## src/pkg/wdtc_pkg.sv

```systemverilog
// wdtc_pkg: constants and types shared by the watchdog control block
// assumes a 32-bit AXI4-Lite register bus and one clock domain
`default_nettype none

package wdtc_pkg;

	// register map: one control word
	localparam logic [7:0] WDTC_CTRL_OFS = 8'h00;

	// control word field positions
	localparam int WDTC_BIT_RESTART  = 0;
	localparam int WDTC_BIT_RST_EN   = 1;
	localparam int WDTC_BIT_RST_FLAG = 2;
	localparam int WDTC_BIT_IRQ_FLAG = 3;
	localparam int WDTC_BIT_ISEL_LO  = 4;
	localparam int WDTC_BIT_IRQ_EN   = 6;
	localparam int WDTC_BIT_RUN_EN   = 7;
	localparam int WDTC_BIT_TEST     = 8;
	localparam int WDTC_BIT_PRESC    = 10;

	// interval select codes
	localparam logic [1:0] WDTC_ISEL_00 = 2'h0;
	localparam logic [1:0] WDTC_ISEL_01 = 2'h1;
	localparam logic [1:0] WDTC_ISEL_10 = 2'h2;
	localparam logic [1:0] WDTC_ISEL_11 = 2'h3;

	// timing counts in watchdog ticks
	localparam int unsigned WDTC_TOUT_00       = 2**14;
	localparam int unsigned WDTC_TOUT_01       = 2**16;
	localparam int unsigned WDTC_TOUT_10       = 2**18;
	localparam int unsigned WDTC_TOUT_11       = 2**20;
	localparam int unsigned WDTC_RST_DELAY     = 1024;
	localparam int unsigned WDTC_RST_DELAY_ALT = 512;
	localparam int unsigned WDTC_PRESC_DIV     = 256;
	localparam int          WDTC_CNT_W         = 21;

	// axi responses
	localparam logic [1:0] WDTC_RESP_OKAY   = 2'h0;
	localparam logic [1:0] WDTC_RESP_SLVERR = 2'h2;

	// software-visible control bits
	typedef struct packed {
		logic       presc;
		logic       test;
		logic       run_en;
		logic       irq_en;
		logic [1:0] isel;
		logic       rst_en;
	} wdtc_ctrl_t;

	localparam wdtc_ctrl_t WDTC_CTRL_RST = '0;

	// counter sequencing states
	typedef enum logic [2:0] {
		WDTC_ST_RUN   = 3'b001,
		WDTC_ST_GRACE = 3'b010,
		WDTC_ST_HALT  = 3'b100
	} wdtc_state_t;

endpackage

`default_nettype wire

```

## src/hdl/wdtc_prescale.sv

```systemverilog
// wdtc_prescale: watchdog tick generator, every clock or one in DIV clocks
// assumes clear and div_en are synchronous to aclk
`default_nettype none

module wdtc_prescale
	import wdtc_pkg::*;
#(
	parameter int unsigned DIV = WDTC_PRESC_DIV
)
(
	// clock and reset
	input  wire logic aclk,
	input  wire logic aresetn,
	// control
	input  wire logic clear,
	input  wire logic div_en,
	// tick out
	output var  logic tick_q
);

	localparam int PW = $clog2(DIV);

	logic [PW-1:0] pcnt_q;
	logic [PW-1:0] pcnt_d;
	logic          tick_d;

	// next divider count and tick
	always_comb
	begin
		pcnt_d = '0;
		tick_d = 1'b0;
		if (!clear && !div_en)
		begin
			tick_d = 1'b1;
		end
		else if (!clear)
		begin
			// wrap at DIV so a divisor that is not a power of two keeps its period
			tick_d = (pcnt_q == PW'(DIV - 1));
			pcnt_d = tick_d ? '0 : pcnt_q + PW'(1);
		end
	end

	// divider registers
	always_ff @(posedge aclk)
	begin
		if (!aresetn)
		begin
			pcnt_q <= '0;
			tick_q <= 1'b0;
		end
		else
		begin
			pcnt_q <= pcnt_d;
			tick_q <= tick_d;
		end
	end

endmodule

`default_nettype wire

```

## src/hdl/wdtc_top.sv

```systemverilog
// wdtc_top: watchdog timeout control with one AXI4-Lite control word
// assumes a single clock aclk; por_resetn is a power-on reset that the
// watchdog reset request does not reach, so the reset cause survives it
//
// How it works
// - interval codes 01/10/11 give 2^16/2^18/2^20 ticks; reset follows later
// - timeout sets the interrupt flag; software clears it by writing one
// - the interrupt flag is set on timeout even with interrupt disabled
// - a watchdog reset request sets the reset cause flag
// - reset cause flag holds until software clears it
// - with reset function disabled the reset cause flag is never set
// - reset function enable bit allows or blocks the reset request
// - writing one to counter restart zeroes the count; zero does nothing
// - counter restart is self-clearing and always reads as zero
// - software must restart in time, else interrupt at timeout if enabled
// - reset follows timeout after a delay; 512 conflicts with 1024 elsewhere
// - reset timeout is always 1024 ticks after interrupt timeout; 00 is 2^14
// - counter runs only while timer run enable is one
// - interrupt output follows the flag only while interrupt enable is one
// - prescale select divides ticks by 256 unless test mode is selected
`default_nettype none

module wdtc_top
	import wdtc_pkg::*;
#(
	parameter int          ADDR_W      = 8,
	parameter int unsigned TOUT_00     = WDTC_TOUT_00,
	parameter int unsigned TOUT_01     = WDTC_TOUT_01,
	parameter int unsigned TOUT_10     = WDTC_TOUT_10,
	parameter int unsigned TOUT_11     = WDTC_TOUT_11,
	parameter int unsigned RESET_DELAY = WDTC_RST_DELAY,
	parameter int unsigned PRESC_DIV   = WDTC_PRESC_DIV
)
(
	// clock and resets
	input  wire logic              aclk,
	input  wire logic              aresetn,
	input  wire logic              por_resetn,
	// axi write address and data
	input  wire logic [ADDR_W-1:0] s_axi_awaddr,
	input  wire logic              s_axi_awvalid,
	output var  logic              s_axi_awready,
	input  wire logic [31:0]       s_axi_wdata,
	input  wire logic [3:0]        s_axi_wstrb,
	input  wire logic              s_axi_wvalid,
	output var  logic              s_axi_wready,
	// axi write response
	output var  logic [1:0]        s_axi_bresp,
	output var  logic              s_axi_bvalid,
	input  wire logic              s_axi_bready,
	// axi read
	input  wire logic [ADDR_W-1:0] s_axi_araddr,
	input  wire logic              s_axi_arvalid,
	output var  logic              s_axi_arready,
	output var  logic [31:0]       s_axi_rdata,
	output var  logic [1:0]        s_axi_rresp,
	output var  logic              s_axi_rvalid,
	input  wire logic              s_axi_rready,
	// system outputs
	output var  logic              wdt_irq,
	output var  logic              wdt_reset_req
);

	localparam int CW = WDTC_CNT_W;

	// bus slave state
	logic              awready_q, awready_d, wready_q, wready_d;
	logic              aw_hold_q, aw_hold_d, w_hold_q, w_hold_d;
	logic [ADDR_W-1:0] aw_addr_q, aw_addr_d;
	logic [31:0]       w_data_q, w_data_d;
	logic [3:0]        w_strb_q, w_strb_d;
	logic              bvalid_q, bvalid_d, arready_q, arready_d;
	logic              rvalid_q, rvalid_d;
	logic [1:0]        bresp_q, bresp_d, rresp_q, rresp_d;
	logic [31:0]       rdata_q, rdata_d;
	logic              do_wr, wr_hit, rd_hit;

	// watchdog state
	wdtc_ctrl_t        ctrl_q, ctrl_d;
	wdtc_state_t       state_q, state_d;
	logic [CW-1:0]     cnt_q, cnt_d, tout_w;
	logic              irq_flag_q, irq_flag_d, rst_flag_q, rst_flag_d;
	logic              irq_q, irq_d, rreq_q, rreq_d;
	logic              tick_w, run_tick, restart_w, irq_evt, end_evt, rst_evt;
	logic              clr_irq_w, clr_rst_w;
	logic [31:0]       ctrl_rd;

	// write address decode and software strobes
	assign do_wr     = aw_hold_q && w_hold_q && !bvalid_q;
	assign wr_hit    = do_wr && ({aw_addr_q[ADDR_W-1:2], 2'b00} == ADDR_W'(WDTC_CTRL_OFS));
	assign rd_hit    = ({s_axi_araddr[ADDR_W-1:2], 2'b00} == ADDR_W'(WDTC_CTRL_OFS));
	assign restart_w = wr_hit && w_strb_q[0] && w_data_q[WDTC_BIT_RESTART];
	assign clr_irq_w = wr_hit && w_strb_q[0] && w_data_q[WDTC_BIT_IRQ_FLAG];
	assign clr_rst_w = wr_hit && w_strb_q[0] && w_data_q[WDTC_BIT_RST_FLAG];

	// readback image of the control word
	always_comb
	begin
		ctrl_rd                                  = '0;
		ctrl_rd[WDTC_BIT_RST_EN]                 = ctrl_q.rst_en;
		ctrl_rd[WDTC_BIT_RST_FLAG]               = rst_flag_q;
		ctrl_rd[WDTC_BIT_IRQ_FLAG]               = irq_flag_q;
		ctrl_rd[WDTC_BIT_ISEL_LO+1:WDTC_BIT_ISEL_LO] = ctrl_q.isel;
		ctrl_rd[WDTC_BIT_IRQ_EN]                 = ctrl_q.irq_en;
		ctrl_rd[WDTC_BIT_RUN_EN]                 = ctrl_q.run_en;
		ctrl_rd[WDTC_BIT_TEST]                   = ctrl_q.test;
		ctrl_rd[WDTC_BIT_PRESC]                  = ctrl_q.presc;
	end

	// axi next state: channels taken independently, response after both
	always_comb
	begin
		aw_hold_d = aw_hold_q;
		aw_addr_d = aw_addr_q;
		w_hold_d  = w_hold_q;
		w_data_d  = w_data_q;
		w_strb_d  = w_strb_q;
		bvalid_d  = bvalid_q;
		bresp_d   = bresp_q;
		rvalid_d  = rvalid_q;
		rresp_d   = rresp_q;
		rdata_d   = rdata_q;
		if (s_axi_awvalid && awready_q)
		begin
			aw_hold_d = 1'b1;
			aw_addr_d = s_axi_awaddr;
		end
		if (s_axi_wvalid && wready_q)
		begin
			w_hold_d = 1'b1;
			w_data_d = s_axi_wdata;
			w_strb_d = s_axi_wstrb;
		end
		if (bvalid_q && s_axi_bready)
			bvalid_d = 1'b0;
		if (do_wr)
		begin
			aw_hold_d = 1'b0;
			w_hold_d  = 1'b0;
			bvalid_d  = 1'b1;
			bresp_d   = wr_hit ? WDTC_RESP_OKAY : WDTC_RESP_SLVERR;
		end
		if (rvalid_q && s_axi_rready)
			rvalid_d = 1'b0;
		if (s_axi_arvalid && arready_q)
		begin
			rvalid_d = 1'b1;
			rresp_d  = rd_hit ? WDTC_RESP_OKAY : WDTC_RESP_SLVERR;
			rdata_d  = rd_hit ? ctrl_rd : 32'h0000_0000;
		end
		awready_d = !aw_hold_d;
		wready_d  = !w_hold_d;
		arready_d = !rvalid_d;
	end

	// axi registers
	always_ff @(posedge aclk)
	begin
		if (!aresetn)
		begin
			awready_q <= 1'b0;
			wready_q  <= 1'b0;
			aw_hold_q <= 1'b0;
			aw_addr_q <= '0;
			w_hold_q  <= 1'b0;
			w_data_q  <= 32'h0000_0000;
			w_strb_q  <= 4'h0;
			bvalid_q  <= 1'b0;
			bresp_q   <= WDTC_RESP_OKAY;
			arready_q <= 1'b0;
			rvalid_q  <= 1'b0;
			rresp_q   <= WDTC_RESP_OKAY;
			rdata_q   <= 32'h0000_0000;
		end
		else
		begin
			awready_q <= awready_d;
			wready_q  <= wready_d;
			aw_hold_q <= aw_hold_d;
			aw_addr_q <= aw_addr_d;
			w_hold_q  <= w_hold_d;
			w_data_q  <= w_data_d;
			w_strb_q  <= w_strb_d;
			bvalid_q  <= bvalid_d;
			bresp_q   <= bresp_d;
			arready_q <= arready_d;
			rvalid_q  <= rvalid_d;
			rresp_q   <= rresp_d;
			rdata_q   <= rdata_d;
		end
	end

	// tick source; a restart also clears the divider
	// divide by 256 when prescale is set, unless test mode
	wdtc_prescale #(
		.DIV    (PRESC_DIV)
	) u_presc (
		.aclk   (aclk),
		.aresetn(aresetn),
		.clear  (restart_w),
		.div_en (ctrl_q.presc && !ctrl_q.test),
		.tick_q (tick_w)
	);

	always_comb
	begin
		unique case (ctrl_q.isel)
			WDTC_ISEL_00: tout_w = CW'(TOUT_00); // 00
			WDTC_ISEL_01: tout_w = CW'(TOUT_01);
			WDTC_ISEL_10: tout_w = CW'(TOUT_10);
			WDTC_ISEL_11: tout_w = CW'(TOUT_11);
		endcase
	end

	// count only while run enable set
	assign run_tick = ctrl_q.run_en && tick_w;
	// timeout when count reaches the interval
	assign irq_evt  = run_tick && (state_q == WDTC_ST_RUN) && (cnt_q >= tout_w - CW'(1));
	// reset timeout a fixed delay after the interrupt timeout
	assign end_evt  = run_tick && (state_q == WDTC_ST_GRACE)
		&& (cnt_q >= tout_w + CW'(RESET_DELAY) - CW'(1));
	// reset function gated by its enable
	assign rst_evt  = end_evt && ctrl_q.rst_en;

	// control word, counter and flags next state
	always_comb
	begin
		ctrl_d  = ctrl_q;
		cnt_d   = cnt_q;
		state_d = state_q;
		if (wr_hit && w_strb_q[0])
		begin
			ctrl_d.rst_en = w_data_q[WDTC_BIT_RST_EN];
			ctrl_d.isel   = w_data_q[WDTC_BIT_ISEL_LO+1:WDTC_BIT_ISEL_LO];
			ctrl_d.irq_en = w_data_q[WDTC_BIT_IRQ_EN];
			ctrl_d.run_en = w_data_q[WDTC_BIT_RUN_EN];
		end
		if (wr_hit && w_strb_q[1])
		begin
			ctrl_d.test  = w_data_q[WDTC_BIT_TEST];
			ctrl_d.presc = w_data_q[WDTC_BIT_PRESC];
		end
		// restart zeroes the count; the bit itself is not stored
		if (restart_w)
		begin
			cnt_d   = '0;
			state_d = WDTC_ST_RUN;
		end
		else
		begin
			unique case (state_q)
				WDTC_ST_RUN:
				begin
					if (run_tick)
						cnt_d = cnt_q + CW'(1);
					if (irq_evt)
						state_d = WDTC_ST_GRACE;
				end
				WDTC_ST_GRACE:
				begin
					if (run_tick)
						cnt_d = cnt_q + CW'(1);
					// reset issued at end of grace delay
					if (end_evt)
						state_d = WDTC_ST_HALT;
				end
				WDTC_ST_HALT:
					cnt_d = cnt_q; // waits for a restart
			endcase
		end
		// flag set on timeout whatever the enable; set wins clear
		irq_flag_d = irq_evt || (irq_flag_q && !clr_irq_w);
		// only a reset event sets it, only software clears
		rst_flag_d = rst_evt || (rst_flag_q && !clr_rst_w);
		// interrupt out gated by its enable
		irq_d      = irq_flag_d && ctrl_d.irq_en;
		rreq_d     = rst_evt;
	end

	// watchdog registers on the bus reset
	always_ff @(posedge aclk)
	begin
		if (!aresetn)
		begin
			ctrl_q     <= WDTC_CTRL_RST;
			cnt_q      <= '0;
			state_q    <= WDTC_ST_RUN;
			irq_flag_q <= 1'b0;
			irq_q      <= 1'b0;
			rreq_q     <= 1'b0;
		end
		else
		begin
			ctrl_q     <= ctrl_d;
			cnt_q      <= cnt_d;
			state_q    <= state_d;
			irq_flag_q <= irq_flag_d;
			irq_q      <= irq_d;
			rreq_q     <= rreq_d;
		end
	end

	// reset cause survives the system reset it requested
	always_ff @(posedge aclk)
	begin
		if (!por_resetn)
			rst_flag_q <= 1'b0;
		else
			rst_flag_q <= rst_flag_d;
	end

	// outputs straight from flops
	assign s_axi_awready = awready_q;
	assign s_axi_wready  = wready_q;
	assign s_axi_bvalid  = bvalid_q;
	assign s_axi_bresp   = bresp_q;
	assign s_axi_arready = arready_q;
	assign s_axi_rvalid  = rvalid_q;
	assign s_axi_rresp   = rresp_q;
	assign s_axi_rdata   = rdata_q;
	assign wdt_irq       = irq_q;
	assign wdt_reset_req = rreq_q;
endmodule

`default_nettype wire

```

## config.mk

```make
export PLATFORM = sky130hd
export DESIGN_NAME = wdtc_top
export DESIGN_NICKNAME = d
export VERILOG_FILES = /design/src/pkg/wdtc_pkg.sv /design/src/hdl/wdtc_prescale.sv /design/src/hdl/wdtc_top.sv
export SDC_FILE = /design/constraint.sdc
export NUM_CORES = 1
export LEC_CHECK = 0
export BUFFER_PORTS_ARGS = -buffer_cell sky130_fd_sc_hd__buf_2
export CORE_ASPECT_RATIO = 0.8
export CORE_UTILIZATION = 45
export DETAILED_ROUTE_END_ITERATION = 12
export PLACE_DENSITY = 0.8
export SYNTH_ARGS = -nofsm -noshare
export SYNTH_HDL_FRONTEND = slang
export SYNTH_HIERARCHICAL = 1
export SYNTH_SLANG_ARGS = --single-unit
export TNS_END_PERCENT = 30
```

## constraint.sdc

```tcl
create_clock -name aclk -period 2.55 [get_ports aclk]
set_input_delay 0 -clock aclk [delete_from_list [all_inputs] [get_ports aclk]]
set_output_delay 0 -clock aclk [all_outputs]
set_load 0.01 [all_outputs]
```

==> results of run 1 <==
-- layout by cell type (no fill, tap or decap), types with 5 or more instances in the layout --
cell type / n
o2111ai_1: 5
nand2_1: 59
or4_1: 5
xor2_1: 12
conb_1: 25
nand3_1: 13
ha_1: 12
or3_1: 7
buf_2: 49
nor2_1: 42
a21oi_1: 37
inv_1: 12
o211ai_1: 9
nand4_1: 5
a22oi_1: 9
o21ai_0: 16
dfxtp_1: 80
mux2i_1: 6
dlygate4sd3_1: 23
clkbuf_8: 10
-- flip-flops by register name, summed over array words and instances, names as in the netlist, 2 cells and up --
name,count
aw_addr_q,6
state_q,3
w_strb_q,2
u_presc/pcnt_q,8
s_axi_rdata,9
cnt_q,21
ctrl_q,7
w_data_q,10
-- worst max-delay path, cell delays in order, from the launching register on --
cell and delay, ps:
dfxtp_1 360, or2_2 330, ha_1 340, nor4bb_2 350, nand3_1 120, o31ai_1 250, o21bai_1 170, a32o_1 290
-- power by group through the flow --
stage	Clock, mW	Sequential, mW	Combinational [mW]
global placement	0	1.32	0.127
finish	0.959	1.29	0.160
floorplan	0	1.32	0.108
detailed placement	0	1.32	0.130
global route	1.03	1.29	0.177
CTS	0.983	1.29	0.158
-- layer usage --
layer / vias to the layer above / global-route usage (%) / wire, um
met5: - / 0 / 0
met4: 0 / 5.58 / 108
met3: 13 / 6.40 / 484
met2: 103 / 33.3 / 3940
met1: 1535 / 24.7 / 3700
li1: 1612 / - / -
-- path summary, 6_finish.rpt --
kind              cells after the start                 startpoint                     endpoint  slack [ps]
setup reg to reg                      7     ctrl_q[1]$_SDFFE_PN0P_      state_q[1]$_SDFFE_PP0P_         220
hold reg to reg                       2  w_data_q[10]$_SDFFE_PN0P_    w_data_q[10]$_SDFFE_PN0P_         460
hold / removal                        3            s_axi_araddr[3]  s_axi_rresp[1]$_SDFFE_PN0P_          20
setup / recovery                      7     ctrl_q[1]$_SDFFE_PN0P_      state_q[1]$_SDFFE_PP0P_         220
-- repair_timing --
| item | CTS | global route |
|---|---|---|
| setup endpoints to repair | 0 | 1 |
| hold buffers | 23 | 0 |
| gates resized for setup | 0 | 1 |
| hold endpoints to repair | 26 | 0 |
| setup buffers | 0 | 0 |
-- through the flow --
step                      hold WS (ps)  setup WS (ps)  power, mW
final                             22.9            222       2.41
after global routing              29.6           8.33       2.50
after global placement             240            339       1.45
after CTS                         12.8            202       2.43
after floorplan                    122            461       1.43
after detailed placement           246            241       1.45
-- cells by family after synthesis --
group           Yosys count  synth area share (%)
xor+xnor                 15                  3.50
fa+ha+maj                12                  4.00
compound gates           97                  17.0
flops                    80                  42.7
other cells               1                0.0999
mux                       7                  1.97
simple gates            166                  23.0
buf+inv                  50                  7.70
-- cell type report --
| cell class | instances | area, um^2 |
|---|---|---|
| Timing Repair Buffer | 75 | 498 |
| Tap cell | 108 | 135 |
| Multi-Input combinational cell | 322 | 1960 |
| Clock buffer | 11 | 141 |
| Fill cell | 716 | 3570 |
| Clock inverter | 5 | 65.1 |
| Inverter | 13 | 48.8 |
| Sequential cell | 80 | 1600 |
==> metrics.yaml, run 1 <==
timing:
  skew_ps: 12.7
  fin_setup_tns_ps: 0
  worst_slew_pin_slew_ps: 810
  grt_setup_unrepaired: "false"
  slew_viol_final: 0
  min_period_ps: 2330
  period_share_pct: 91.3
  max_slew_margin_pct: 45.8
  hold_viol_final: 0
  setup_viol: 0
  max_freq_mhz: 430
clocking:
  cts_buffers: 9
  clockBufferDepth: 2
  tritoncts: "built"
  htreeDepth: 3
  cts_sinks: 80
  clk_pin_slew_ps: 80
  insertion_delay_ps: 360
  cts_root_buf: "clkbuf_8"
synthesis:
  synth.distinct_cells: 56
  synth.area.top_cells: "dfxtp_1 43%, nand2_1 5.9%, buf_4 5.2%"
  async_flop_share_pct: 0
  yosysTopAreaCellShare_pct: 42.7
  netlist_instances: 428
  syn_avg_cell_area_um2: 8.77
  synthTopCellsByCount: "80 x dfxtp_1, 59 x nand2_1, 42 x nor2_1, 37 x a21oi_1, 26 x buf_4"
  synth_top_area_cell: "dfxtp_1"
  ys.flop_type: "dfxtp_1"
  synth_seq_cells: 80
  synth.most_common_cell: "dfxtp_1"
  synth_edf_count: 0
  yosysWarnings: 6
  netlist_area_um2: 3750
  seq_area_frac_synth_pct: 42.7
power_and_ir_drop:
  clkPwrFrac_pct: 39.8
  power_frac_comb_pct: 6.6
  irDropWorstVdd_v: 0.000312
  power_density_nw_per_um2: 541
  p_leak_nw: 1.81
  power_switching_uw: 579
  swShare_pct: 24.1
  pwr-share-seq_pct: 53.5
  power.internal_mw: 1.83
routing:
  drc: 0
  dr.pass1.iters: 5
  via_per_inst: 5.31
  wl_mm: 8.24
  vias: 3263
  drtIter0Drc: 185
  wl_per_cell_um: 13.4
  antenna_left: 0
setup_path:
  critical_path_class: "reg -> reg"
  end_kind: "flip-flop"
  required_ps: 2800
  cp_max_fo: 7
  worstSetupStartpointType: "flip-flop"
  worstPathArrival_ps: 2580
run:
  cap_viol_max_count: 0
die:
  start_util_pct: 46.8
  dieWidth_um: 104
  die_y_um: 83.7
  placementRows: 29
  die-area_um2: 8710
  coreArea_um2: 8020
  pin_count: 103
grt:
  grt_pass1_vias: 3056
  grt.overflow.total: 0
  grt_start_max_net_pins: 42
  antenna_found_initial: 0
  track_usage_pct: 20.0
  grt_pass1_wl_mm: 14.0
placed_design:
  placed_cells: 575
  portBuffers: 49
  routabilityCongestion: 0.823
  place_area_um2: 4010
  hpwl_mm: 5.65
cells_and_area:
  final_area_um2: 4450
  final_util_pct: 55.5
  area_growth_pct: 18.5
  layout.nets: 573
  antenna_cells: 0
  drive_gt1_share_pct: 17.2
  finalNonFillerCells: 614
status:
  status: "finished clean"
hold_path:
  holdCritPathClass: "in -> reg"
Note: power is estimated with default switching activity, not from simulation.
==> run 2, diff against run 1 <==
CORE_ASPECT_RATIO = not set   (was 0.8)
RECOVER_POWER = 100   (was not set)
==> metrics.yaml, run 2 (same netlist as run 1, synthesis figures left out) <==
placed_design:
  routabilityCongestion: 0.872  # was 0.823
  portBuffers: 49  # unchanged
  place_ws_ps: 260  # was 241 ps
  hpwl_mm: 5.64  # was 5.65 mm
status:
  status: "complete, but fails checks"  # was finished clean
  violations: "capacitance limit, slew limit"
grt:
  grt.overflow.total: 0  # unchanged
  grt_use_met2_pct: 34.6  # was 33.3%
  grt_use_met1_pct: 23.5  # was 24.7%
  antenna_found_initial: 0  # unchanged
  grt_pass1_vias: 3048  # was 3056
  grtUsageMet3_pct: 5.04  # was 6.40%
  grt_start_max_net_pins: 42  # unchanged
  track_usage_pct: 19.7  # was 20.0%
  busiest_layer: "met2"  # unchanged
  grt_pass1_wl_mm: 13.7  # was 14.0 mm
timing:
  skew_ps: 9.72  # was 12.7 ps
  grt_setup_unrepaired: "false"  # unchanged
  fin_setup_tns_ps: 0  # unchanged
  period_share_pct: 90.5  # was 91.3%
  worst_slew_pin_slew_ps: 1760  # was 810 ps
  slew_viol_final: 42  # was 0
  max_freq_mhz: 433  # was 430 MHz
  hold_viol_final: 0  # unchanged
  min_period_ps: 2310  # was 2330 ps
  setup_viol: 0  # unchanged
  max_slew_margin_pct: -17.4  # was 45.8%
  setup_ws_ps: 243  # was 222 ps
clocking:
  cts_buffers: 9  # unchanged
  tritoncts: "built"  # unchanged
  clockBufferDepth: 2  # unchanged
  cts_resized: 0  # unchanged
  cts_sinks: 80  # unchanged
  clk_pin_slew_ps: 90  # was 80 ps
  htreeDepth: 3  # unchanged
  cts_root_buf: "clkbuf_8"  # unchanged
  insertion_delay_ps: 370  # was 360 ps
  holdBufCountCts: 23  # unchanged
  post-cts-setup-buffers: 0  # unchanged
setup_path:
  worstSetupStartpointType: "flip-flop"  # unchanged
  cpMaxStageDelayCell: "nor4bb_1"  # was dfxtp_1
  reg2reg_to: "state_q[1]$_SDFFE_PP0P_"  # unchanged
  required_ps: 2820  # was 2800 ps
  cpPeakStageDelay_ps: 400  # was 360 ps
  path_cells: "or2_2, ha_1, nor4bb_1, nand3_1, o31ai_1, o21bai_1, a32o_1"  # was or2_2, ha_1, nor4bb_2, nand3_1, o31ai_1, o21bai_1, a32o_1
  worstPathArrival_ps: 2570  # was 2580 ps
  critical_path_class: "reg -> reg"  # unchanged
  r2r-start: "ctrl_q[1]$_SDFFE_PN0P_"  # unchanged
  ff2ff_path_depth: 7  # unchanged
  regToRegSetupSlack_ps: 240  # was 220 ps
  cp_max_fo: 7  # unchanged
  crit_family: "simple AND/OR/NAND/NOR gates"  # unchanged
  critPathBufInv: 0  # unchanged
  end_kind: "flip-flop"  # unchanged
routing:
  drtIter0Drc: 149  # was 185
  antenna_left: 0  # unchanged
  wl_per_cell_um: 13.2  # was 13.4 um
  dr.pass1.iters: 6  # was 5
  via_per_inst: 5.30  # was 5.31
  wl_mm: 8.06  # was 8.24 mm
  drc: 0  # unchanged
  vias: 3227  # was 3263
cells_and_area:
  final_common_cell: "dfxtp_1"  # unchanged
  largest_register_ffs: 21  # unchanged
  drive_gt1_share_pct: 13.0  # was 17.2%
  top_register: "cnt_q"  # unchanged
  antenna_cells: 0  # unchanged
  area_growth_pct: 16.8  # was 18.5%
  layout_common_cells: "80 x dfxtp_1, 59 x nand2_1, 42 x nor2_1"  # was 80 x dfxtp_1, 59 x nand2_1, 49 x buf_2
  layout.nets: 574  # was 573
die:
  start_util_pct: 47.6  # was 46.8%
  die-area_um2: 8710  # about the same
  coreArea_um2: 7890  # was 8020 um^2
  die_y_um: 93.3  # was 83.7 um
  dieWidth_um: 93.3  # was 104 um
  pin_count: 103  # unchanged
  placementRows: 32  # was 29
hold_path:
  min_to: "s_axi_rresp[1]$_SDFFE_PN0P_"  # unchanged
  min_path_cells: 3  # unchanged
  holdCritPathClass: "in -> reg"  # unchanged
  hold_start: "s_axi_araddr[3]"  # unchanged
run:
  cap_viol_max_count: 1  # was 0
power_and_ir_drop:
  irDropWorstVdd_v: 0.000453  # was 0.000312 V
  p_leak_nw: 1.72  # was 1.81 nW
  power_density_nw_per_um2: 532  # was 541 nW/um^2
run 2: changes by cell type in the layout (fill, tap and decap cells not counted), moves of 2 or more:
cell / change
and2_0: +2
and2_1: -2
clkinvlp_4: +2
clkbuf_1: +19
buf_2: -19
run 2: worst max path at each step:
| stage | depth (start not counted) | to | from | slack [ps] |
|---|---|---|---|---|
| after floorplan | 7 | state_q[1]$_SDFFE_PP0P_ | ctrl_q[1]$_SDFFE_PN0P_ | 460 |
| after global placement | 7 | state_q[1]$_SDFFE_PP0P_ | ctrl_q[1]$_SDFFE_PN0P_ | 340 |
| after detailed placement | 7 | state_q[1]$_SDFFE_PP0P_ | ctrl_q[1]$_SDFFE_PN0P_ | 260 |
| after CTS | 7 | state_q[1]$_SDFFE_PP0P_ | ctrl_q[1]$_SDFFE_PN0P_ | 240 |
| after global routing | 5 | cnt_q[7]$_SDFFE_PP0P_ | aw_addr_q[6]$_SDFFE_PN0P_ | 70 |
| final | 7 | state_q[1]$_SDFFE_PP0P_ | ctrl_q[1]$_SDFFE_PN0P_ | 240 |
run 2: area by class of cell:
type	count	area, um^2
fill	688	3500
inverter	13	48.8
timing repair buffer	76	475
clock buffer	10	138
tap	102	128
multi-input combinational	322	1940
clock inverter	6	52.6
sequential	80	1600
run 2: power breakdown:
| part | switching [mW] | internal (mW) | leakage (nW) |
|---|---|---|---|
| Clock | 0.494 | 0.393 | 0.0910 |
| Combinational | 0.0939 | 0.0633 | 0.977 |
| Sequential | 0.0161 | 1.27 | 0.648 |
run 2: metrics by stage:
stage          cell area, um^2  cells  power [mW]  util (%)  hold slack, ps
6_report                  4380    609        2.33      55.6            35.2
5_1_grt                   4380    609        2.42      55.6            51.0
4_1_cts                   4430    609        2.35      56.1            38.0
3_5_place_dp              4010    570        1.45      50.8             248
3_3_place_gp              4010    570        1.45      50.8             241
2_1_floorplan             3840    452        1.43         -             122
run 2: tightest hold or removal path, delay by kind of cell:
kind	cells	cell delay [ps]
AND/OR/NAND/NOR	2	250
buffers and inverters	1	100
run 2: metal layers:
layer | part of all wire (%) | vias to the layer above
met1 | 44 | 1497
met2 | 50 | 108
met3 | 5.4 | 9
li1 | - | 1613
met4 | 0.76 | 0
met5 | 0 | -
